**src/core/dma_decode_pkg.sv**
```systemverilog
// shared constants, types and access map for the dma arbiter and register decoder
package dma_decode_pkg;

    localparam int NUM_CHAN = 7;
    localparam int CHAN_W = 3;
    // channel index doubles as priority: lower index wins
    localparam logic [CHAN_W-1:0] CH_EXPBUS = 3'h0;
    localparam logic [CHAN_W-1:0] CH_VIDEO = 3'h1;
    localparam logic [CHAN_W-1:0] CH_SOUND = 3'h2;
    localparam logic [CHAN_W-1:0] CH_TELECOM = 3'h3;
    localparam logic [CHAN_W-1:0] CH_HIGHWAY = 3'h4;
    localparam logic [CHAN_W-1:0] CH_UART_A = 3'h5;
    localparam logic [CHAN_W-1:0] CH_UART_B = 3'h6;

    localparam logic [2:0] VIDEO_BURST = 3'h4;
    localparam logic [2:0] SINGLE_BURST = 3'h1;
    localparam logic [3:0] BE_ALL = 4'hF;
    localparam logic [3:0] BE_LANE0 = 4'h1;
    localparam int FIFO_DEPTH = 8;

    localparam logic [31:0] FUNC_BASE = 32'h10C00000;
    localparam logic [9:0] OFF_TEST = 10'h1C8;
    localparam logic [31:0] TEST_RESET = 32'h00000000;
    localparam int TEST_EN_BIT = 7;
    localparam int TEST_NOTIME_BIT = 6;
    localparam int TEST_FORCE_LSB = 0;
    localparam int TEST_FORCE_W = 6;
    localparam int TEST_USED_W = 8;

    typedef struct packed {
        logic req;
        logic write;
        logic [31:0] addr;
        logic [31:0] wdata;
    } dma_chan_t;

    typedef struct packed {
        logic cs;
        logic write;
        logic [31:0] addr;
        logic [31:0] wdata;
    } reg_req_t;

    typedef struct packed {
        logic [CHAN_W-1:0] chan;
        logic [31:0] data;
    } rd_word_t;

    typedef enum logic [1:0] {
        ST_IDLE = 2'b00,
        ST_XFER = 2'b01,
        ST_DRAIN = 2'b10
    } arb_state_t;

    // returns {readable, writable} for a word aligned offset
    function automatic logic [1:0] reg_access(input logic [9:0] off);
        logic [1:0] acc;
        acc = 2'b00;
        if (off inside {[10'h000:10'h010], 10'h028, [10'h074:10'h084], 10'h090, 10'h0A0, 10'h0B0,
                        10'h0C4, 10'h0C8, 10'h0DC, 10'h0E0, 10'h0F8, [10'h100:10'h110],
                        [10'h118:10'h12C], [10'h148:10'h154], 10'h160, 10'h164, [10'h180:10'h188],
                        [10'h190:10'h198], [10'h1C0:10'h1C8], 10'h1D8, 10'h1DC, 10'h1F0, 10'h1FC})
            acc = 2'b11;
        else if (off inside {[10'h014:10'h020], [10'h02C:10'h070], 10'h0A4, 10'h0A8,
                             [10'h0B4:10'h0BC], [10'h0CC:10'h0D4], [10'h0E4:10'h0EC], 10'h0F4,
                             [10'h1E0:10'h1EC], 10'h1F4, 10'h1F8})
            acc = 2'b01;
        else if (off inside {10'h088, 10'h08C, 10'h0C0, 10'h0D8, 10'h0F0, 10'h114, 10'h140, 10'h144,
                             10'h18C, 10'h208})
            acc = 2'b10;
        return acc;
    endfunction

endpackage

```
**src/core/dma_and_decode_unit.sv**
```systemverilog
// seven channel dma arbiter with read-data fifo, plus function register address decoder
`timescale 1ns/1ps

// ****************************************
// read data fifo
// ****************************************
module rd_fifo #(
    parameter int WIDTH = 35,
    parameter int DEPTH = 8
) (
    input wire logic core_clk_i,
    input wire logic rst_n_i,
    input wire logic in_valid_i,
    output logic in_ready_o,
    input wire logic [WIDTH-1:0] in_data_i,
    output logic out_valid_o,
    input wire logic out_ready_i,
    output logic [WIDTH-1:0] out_data_o
);
    localparam int AW = $clog2(DEPTH);
    logic [WIDTH-1:0] mem_q [DEPTH];
    logic [AW-1:0] wptr_q;
    logic [AW-1:0] rptr_q;
    logic [AW:0] count_q;
    logic push;
    logic pop;

    assign in_ready_o = (count_q != (AW+1)'(DEPTH));
    assign out_valid_o = (count_q != '0);
    assign out_data_o = mem_q[rptr_q];
    assign push = in_valid_i && in_ready_o;
    assign pop = out_valid_o && out_ready_i;

    always_ff @(posedge core_clk_i)
    begin
        if (push)
        begin
            mem_q[wptr_q] <= in_data_i;
        end
    end

    always_ff @(posedge core_clk_i or negedge rst_n_i)
    begin
        if (!rst_n_i)
        begin
            wptr_q <= '0;
            rptr_q <= '0;
            count_q <= '0;
        end
        else
        begin
            if (push)
            begin
                wptr_q <= (wptr_q == AW'(DEPTH-1)) ? '0 : wptr_q + AW'(1);
            end
            if (pop)
            begin
                rptr_q <= (rptr_q == AW'(DEPTH-1)) ? '0 : rptr_q + AW'(1);
            end
            count_q <= count_q + (AW+1)'(push) - (AW+1)'(pop);
        end
    end
endmodule // rd_fifo

// ****************************************
// arbiter, sequencer and decoder
// ****************************************
module dma_and_decode_unit
    import dma_decode_pkg::*;
(
    input wire logic core_clk_i,
    input wire logic rst_n_i,
    input wire dma_chan_t chan_i [NUM_CHAN],
    output logic [NUM_CHAN-1:0] ack_o,
    output logic [31:0] rd_data_o,
    input wire logic rd_ready_i,
    output logic start_o,
    output logic mem_write_o,
    output logic [31:0] mem_addr_o,
    output logic [31:0] mem_wdata_o,
    output logic [3:0] mem_be_o,
    input wire logic mem_done_i,
    input wire logic [31:0] mem_rdata_i,
    input wire reg_req_t reg_i,
    output logic [255:0] reg_we_o,
    output logic [255:0] reg_re_o,
    output logic [31:0] reg_rdata_o,
    output logic [31:0] reg_wdata_o
);
    arb_state_t state_q;
    logic [NUM_CHAN-1:0] pend_q;
    logic [NUM_CHAN-1:0] live_req;
    logic [NUM_CHAN-1:0] ack_q;
    logic [CHAN_W-1:0] sel_q;
    logic [CHAN_W-1:0] win;
    logic win_ok;
    logic [2:0] left_q;
    logic start_q;
    logic mem_write_q;
    logic [31:0] mem_addr_q;
    logic [31:0] mem_wdata_q;
    logic [3:0] mem_be_q;
    logic [31:0] rd_data_q;
    logic [31:0] test_q;
    logic [31:0] reg_rdata_q;
    logic [31:0] reg_wdata_q;
    logic [255:0] we_q;
    logic [255:0] re_q;
    logic fifo_in_ready;
    logic fifo_out_valid;
    logic fifo_pop;
    rd_word_t fifo_out;
    rd_word_t fifo_in;
    logic [31:0] reg_off;
    logic [1:0] acc;
    logic grant;
    logic [NUM_CHAN-1:0] busy_mask;

    // ****************************************
    // request qualification and priority
    // ****************************************
    always_comb
    begin
        for (int c = 0; c < NUM_CHAN; c++)
        begin
            live_req[c] = chan_i[c].req;
        end
        // video may only write to memory; its read requests are dropped
        live_req[CH_VIDEO] = chan_i[CH_VIDEO].req && chan_i[CH_VIDEO].write;
        // test forcing, never set in the field
        if (test_q[TEST_EN_BIT])
        begin
            live_req[TEST_FORCE_W-1:0] = live_req[TEST_FORCE_W-1:0]
                                       | test_q[TEST_FORCE_LSB +: TEST_FORCE_W];
        end
    end

    always_comb
    begin
        win = CH_UART_B;
        win_ok = 1'b0;
        // scan low priority first so the highest pending wins last
        for (int c = NUM_CHAN - 1; c >= 0; c--)
        begin
            if (pend_q[c] || live_req[c])
            begin
                win = CHAN_W'(c);
                win_ok = 1'b1;
            end
        end
    end

    // a read grant needs fifo room, since done from memory cannot be refused
    assign grant = (state_q == ST_IDLE) && win_ok
                && (chan_i[win].write || fifo_in_ready);
    assign busy_mask = (state_q != ST_IDLE) ? (NUM_CHAN'(1) << sel_q) : '0;

    always_ff @(posedge core_clk_i or negedge rst_n_i)
    begin
        if (!rst_n_i)
        begin
            pend_q <= '0;
        end
        else
        begin
            // the channel in service still holds its request; latching it would serve it twice
            pend_q <= (pend_q | (live_req & ~busy_mask)) & ~(grant ? (NUM_CHAN'(1) << win) : '0);
        end
    end

    // ****************************************
    // transaction sequencer
    // ****************************************
    always_ff @(posedge core_clk_i or negedge rst_n_i)
    begin
        if (!rst_n_i)
        begin
            state_q <= ST_IDLE;
            sel_q <= '0;
            left_q <= '0;
            start_q <= 1'b0;
            mem_write_q <= 1'b0;
            mem_addr_q <= '0;
            mem_be_q <= '0;
        end
        else
        begin
            start_q <= 1'b0;
            unique case (state_q)
                ST_IDLE:
                begin
                    if (grant)
                    begin
                        state_q <= ST_XFER;
                        sel_q <= win;
                        start_q <= 1'b1;
                        mem_write_q <= chan_i[win].write;
                        mem_addr_q <= chan_i[win].addr;
                        left_q <= (win == CH_VIDEO) ? VIDEO_BURST : SINGLE_BURST;
                        if (win == CH_UART_A || win == CH_UART_B)
                        begin
                            mem_be_q <= BE_LANE0 << chan_i[win].addr[1:0];
                        end
                        else
                        begin
                            mem_be_q <= BE_ALL;
                        end
                    end
                end
                ST_XFER:
                begin
                    if (mem_done_i)
                    begin
                        left_q <= left_q - 3'h1;
                        if (left_q == 3'h1)
                        begin
                            state_q <= mem_write_q ? ST_IDLE : ST_DRAIN;
                        end
                    end
                end
                ST_DRAIN:
                begin
                    // read ends once its word has left the fifo
                    if (!fifo_out_valid)
                    begin
                        state_q <= ST_IDLE;
                    end
                end
                default:
                begin
                    state_q <= ST_IDLE;
                end
            endcase
        end
    end

    // write data follows the winner so each burst word is fresh after its ack
    always_ff @(posedge core_clk_i or negedge rst_n_i)
    begin
        if (!rst_n_i)
        begin
            mem_wdata_q <= '0;
        end
        else
        begin
            mem_wdata_q <= grant ? chan_i[win].wdata : chan_i[sel_q].wdata;
        end
    end

    // ****************************************
    // read data buffer and acknowledges
    // ****************************************
    assign fifo_in.chan = sel_q;
    assign fifo_in.data = mem_rdata_i;
    assign fifo_pop = fifo_out_valid && rd_ready_i;

    rd_fifo #(
        .WIDTH($bits(rd_word_t)),
        .DEPTH(FIFO_DEPTH)
    ) u_rd_fifo (
        .core_clk_i(core_clk_i),
        .rst_n_i(rst_n_i),
        .in_valid_i(state_q == ST_XFER && mem_done_i && !mem_write_q),
        .in_ready_o(fifo_in_ready),
        .in_data_i(fifo_in),
        .out_valid_o(fifo_out_valid),
        .out_ready_i(rd_ready_i),
        .out_data_o(fifo_out)
    );

    always_ff @(posedge core_clk_i or negedge rst_n_i)
    begin
        if (!rst_n_i)
        begin
            ack_q <= '0;
            rd_data_q <= '0;
        end
        else
        begin
            ack_q <= '0;
            // write: ack per word done, one per video beat
            if (state_q == ST_XFER && mem_done_i && mem_write_q)
            begin
                ack_q <= NUM_CHAN'(1) << sel_q;
            end
            // read: ack with data as the word leaves the fifo
            if (fifo_pop)
            begin
                ack_q <= NUM_CHAN'(1) << fifo_out.chan;
                rd_data_q <= fifo_out.data;
            end
        end
    end

    // ****************************************
    // function register decoder
    // ****************************************
    assign reg_off = reg_i.addr - FUNC_BASE;
    assign acc = (reg_off[31:10] == '0 && reg_off[1:0] == 2'h0) ? reg_access(reg_off[9:0]) : 2'b00;

    generate
        for (genvar i = 0; i < 256; i++)
        begin : g_enable
            always_ff @(posedge core_clk_i or negedge rst_n_i)
            begin
                if (!rst_n_i)
                begin
                    we_q[i] <= 1'b0;
                    re_q[i] <= 1'b0;
                end
                else
                begin
                    // unmapped or wrong-direction accesses yield no pulse
                    we_q[i] <= reg_i.cs && reg_i.write && acc[0] && reg_off[9:2] == 8'(i);
                    re_q[i] <= reg_i.cs && !reg_i.write && acc[1] && reg_off[9:2] == 8'(i);
                end
            end
        end
    endgenerate

    always_ff @(posedge core_clk_i or negedge rst_n_i)
    begin
        if (!rst_n_i)
        begin
            test_q <= TEST_RESET;
            reg_rdata_q <= '0;
            reg_wdata_q <= '0;
        end
        else
        begin
            reg_wdata_q <= reg_i.wdata;
            if (reg_i.cs && reg_i.write && reg_off[31:0] == 32'(OFF_TEST))
            begin
                test_q <= {24'h000000, reg_i.wdata[TEST_USED_W-1:0]};
            end
            reg_rdata_q <= '0;
            if (reg_i.cs && !reg_i.write && reg_off[31:0] == 32'(OFF_TEST))
            begin
                reg_rdata_q <= test_q;
            end
        end
    end

    assign ack_o = ack_q;
    assign rd_data_o = rd_data_q;
    assign start_o = start_q;
    assign mem_write_o = mem_write_q;
    assign mem_addr_o = mem_addr_q;
    assign mem_wdata_o = mem_wdata_q;
    assign mem_be_o = mem_be_q;
    assign reg_we_o = we_q;
    assign reg_re_o = re_q;
    assign reg_rdata_o = reg_rdata_q;
    assign reg_wdata_o = reg_wdata_q;
endmodule // dma_and_decode_unit

```
**config.mk**
```make
export PLATFORM = sky130hd
export DESIGN_NAME = dma_and_decode_unit
export DESIGN_NICKNAME = d
export VERILOG_FILES = /design/src/core/dma_decode_pkg.sv /design/src/core/dma_and_decode_unit.sv
export SDC_FILE = /design/constraint.sdc
export NUM_CORES = 1
export LEC_CHECK = 0
export BUFFER_PORTS_ARGS = -buffer_cell sky130_fd_sc_hd__buf_2
export CORE_AREA = 2 2 488 490
export CTS_BUF_LIST = sky130_fd_sc_hd__clkbuf_4 sky130_fd_sc_hd__clkbuf_8 sky130_fd_sc_hd__clkbuf_16
export DETAILED_ROUTE_END_ITERATION = 10
export DIE_AREA = 0 0 490 492
export PLACE_DENSITY = 0.35
export SYNTH_ARGS = -nofsm -noshare
export SYNTH_HDL_FRONTEND = slang
export SYNTH_SLANG_ARGS = --single-unit
```
**constraint.sdc**
```tcl
create_clock -name core_clk_i -period 9.09 [get_ports core_clk_i]
set_input_delay 0.909 -clock core_clk_i [delete_from_list [all_inputs] [get_ports core_clk_i]]
set_output_delay 0.909 -clock core_clk_i [all_outputs]
set_load 0.03 [all_outputs]
```
==> impl_results.md <==
- Status: complete, no violations
- Worst R2R End: mem_wdata_o[3]
- Placed instance area: 47800 um^2
- Hold violation count in the final report: 0
- Setup CP Type: reg2reg
- Ys flop type: dfrtp_1
- Starting DRT DRC Count: 1659
- Worst-path maximum fanout: 47
- XOR/XNOR share of the synthesized area: 0.0958%
- R2r startpoint: test_q[7]
- Fin. max-slew vios: 0
- Seq cells post-synth: 974
- Die height: 492 um
- Post-route DRC: 0
- Root buffer cell: clkbuf_16
- Maximum vdd drop: 161 uV
- Via-to-Cell Ratio: 3.68
- Leak: 22.7 nW
- Post-synthesis compound-gate area fraction: 9.99%
- Port Buffers: 1224
- Fmax: 215 MHz
- Max cap viols: 0
- CP arrival: 5.21 ns
- Worst reg-to-reg path cell count: 10
- WL per Instance: 23.1 um
- Nets@finish: 4651
- Largest family of logic cells by synthesized area: compound AO/OA/AOI/OAI gates
- Worst R2R Setup Slack: 4.44 ns
- P per Cell Area: 266 nW/um^2
- Hold-fix buffers at CTS: 0
- RD Place Congestion: 0.824
- TritonCTS Buffers: 114
- CTS resizes: 0
- Asr flop ratio synth: 71.3%
- H-tree depth: 3
- Layout cells sized above 1: 40.0%
- Number of synthesized flops with an enable pin: 280
- Chip width: 490 um
- DRT Wirelength: 170000 um
- Later-pin clock latency in the skew report: 0.78 ns
- Initial antenna violation count: 83
- Antenna Nets Post-Route: 0
- Number of core rows: 179
- Die ar.: 241000 um^2
- 1st-pass router iterations: 5
- Core area: 236000 um^2
- Post-Syn Area: 36600 um^2
- Multiplexer share of the synthesized area: 9.25%
- Worst Setup EP: mem_wdata_o[3]
- Vias in the first global route: 27400
- Crit. Startpoint: test_q[7]
- Critical path launch point type: flip-flop
- Distinct cell type count after synthesis: 73
- Mapped Avg Cell Area: 14.7 um^2
- CTS tree: done
- Post-Synth Simple-Gate Area: 7.12%
- Seq/Total Area, Yosys: 70.5%
- # clock sinks: 974
- Maximum root-to-sink buffer count: 3
- CTS clk-pin slew, worst paths: 0.06 ns
- Minimum clock period: 4.65 ns
- Relative slew slack: 31.4%
- Finished Cell Area: 51900 um^2
- Critical Path Sink Type: flip-flop
- Largest net degree at the start of global routing: 157
- Hold WC Path Type: in2async
- Total Neg Setup Slack: 0 ns
- Data required, critical path: 9.65 ns
- I/O pin count: 1249
- Clock skew: 0.0898 ns
- Total grt overflow: 0
- Cells after DPL: 7125
- Area growth from synthesis to layout: 41.9%
- Worst-Margin Slew: 1.03 ns
- Final HPWL DP: 127000 um
- Adder-cell share of the synthesized area: 0.465%
- Post-CTS setup buffers: 0
- Cells after Synth: 2486
- Final setup viols: 0
- Initial core utilization: 15.5%
- Vias after detailed routing: 27100
- Gr usage total: 13.6%
- Number of synthesis warnings: 0
- Unrepaired setup endpoints after global routing: false
- Finished Layout Cells: 7359
- Fin crit share: 51.1%
- First-pass GRT wire length: 231000 um
==> how the worst min path moves through the flow <==
| stage | from | endpoint | cells past startpoint |
|---|---|---|---|
| 6_report | rst_n_i | reg_we_o[163] | 1 |
| 5_1_grt | reg_i[10] | reg_wdata_o[10] | 1 |
| 4_1_cts | reg_i[30] | reg_wdata_o[30] | 1 |
| 3_5_place_dp | mem_addr_o[4] | mem_addr_o[4] | 2 |
| 3_3_place_gp | rd_data_o[6] | rd_data_o[6] | 2 |
| 2_1_floorplan | test_q[6] | reg_rdata_o[6] | 1 |
==> cell usage after synthesis (all sizes together), types with 16 or more instances <==
master,number,area (um^2)
nor2,115,434
clkbuf,94,353
o22ai,92,576
dfrtp,694,17400
nor4,17,131
buf,94,518
nand2b,30,188
nand2,226,848
edfxtp,280,8410
o31ai,16,125
mux2i,97,971
o221a,19,214
a221oi,23,208
nor3,66,430
o211ai,49,368
a221o,33,330
a22oi,30,225
nand3,47,235
o2111ai,20,175
a21oi,76,380
inv,18,67.6
o21ai,120,601
mux4,102,2300
==> worst max-delay path, cell delays in order, from the launching register on <==
cell and delay [ns]:
dfrtp_1 0.61, a221o_1 0.55, nor2_2 0.12, buf_4 0.34
nand3_4 0.43, o41ai_1 0.61, a21o_4 0.38, clkinv_2 0.53
buf_4 0.50, o2111ai_1 0.18, o21ai_0 0.13
==> metrics by stage <==
step	hold slack [ns]	total power [W]	worst slack (ns)	util, %
final	0.183	0.0138	4.44	21.9
after global placement	0.462	0.00917	4.13	20.2
after floorplan	0.449	0.00759	3.74	-
after CTS	0.134	0.0141	4.39	21.9
after global routing	0.156	0.0145	4.04	21.9
after detailed placement	0.461	0.00918	4.02	20.2
==> where the power goes <==
group / total, W / internal, W / switching (W)
Sequential: 0.00532 / 0.00499 / 0.000333
Clock: 0.00480 / 0.00283 / 0.00197
Combinational: 0.00366 / 0.00118 / 0.00248
==> layout make-up <==
type                    count  area, um^2
multi-input cells        1693       11400
repair buffers           1273        6540
inverters                  18        68.8
fillers                 25400      184000
flip-flops and latches    974       25800
clock inverters            49         657
well taps                3167        3960
clock buffers             158        3330
diodes                     27        67.6
==> state kept, by name, summed over array words and instances (netlist names) <==
register,cells
reg_we_o,256
ack_o,7
u_rd_fifo.mem_q,280
start_o,1
mem_be_o,4
mem_wdata_o,32
u_rd_fifo.count_q,4
u_rd_fifo.wptr_q,3
mem_addr_o,32
u_rd_fifo.rptr_q,3
reg_re_o,256
left_q,3
mem_write_o,1
pend_q,7
sel_q,3
rd_data_o,32
state_q,2
reg_wdata_o,32
reg_rdata_o,8
test_q,8
==> metal layers <==
layer  routed length, um  track usage (%)
met1               66300             16.1
met2               83300             23.0
met3               15200             5.13
met4                4790             3.91
met5                 265                0
==> layout by cell type (no fill, tap or decap), drive strengths merged, types with 76 or more instances in the layout <==
master / count
buf: 1273
dfrtp: 694
conb: 388
edfxtp: 280
nand2: 226
clkbuf: 158
o21ai: 120
nor2: 115
mux4: 102
mux2i: 97
o22ai: 92
a21oi: 76
==> cell families after synthesis <==
| family | Yosys count |
|---|---|
| XOR/XNOR | 4 |
| buffers and inverters | 206 |
| AO/OA/AOI/OAI | 527 |
| flip-flops | 974 |
| other | 1 |
| adder cells (fa/ha/maj) | 13 |
| multiplexers | 209 |
| AND/OR/NAND/NOR | 552 |
Note: power is estimated with default switching activity, not from simulation.
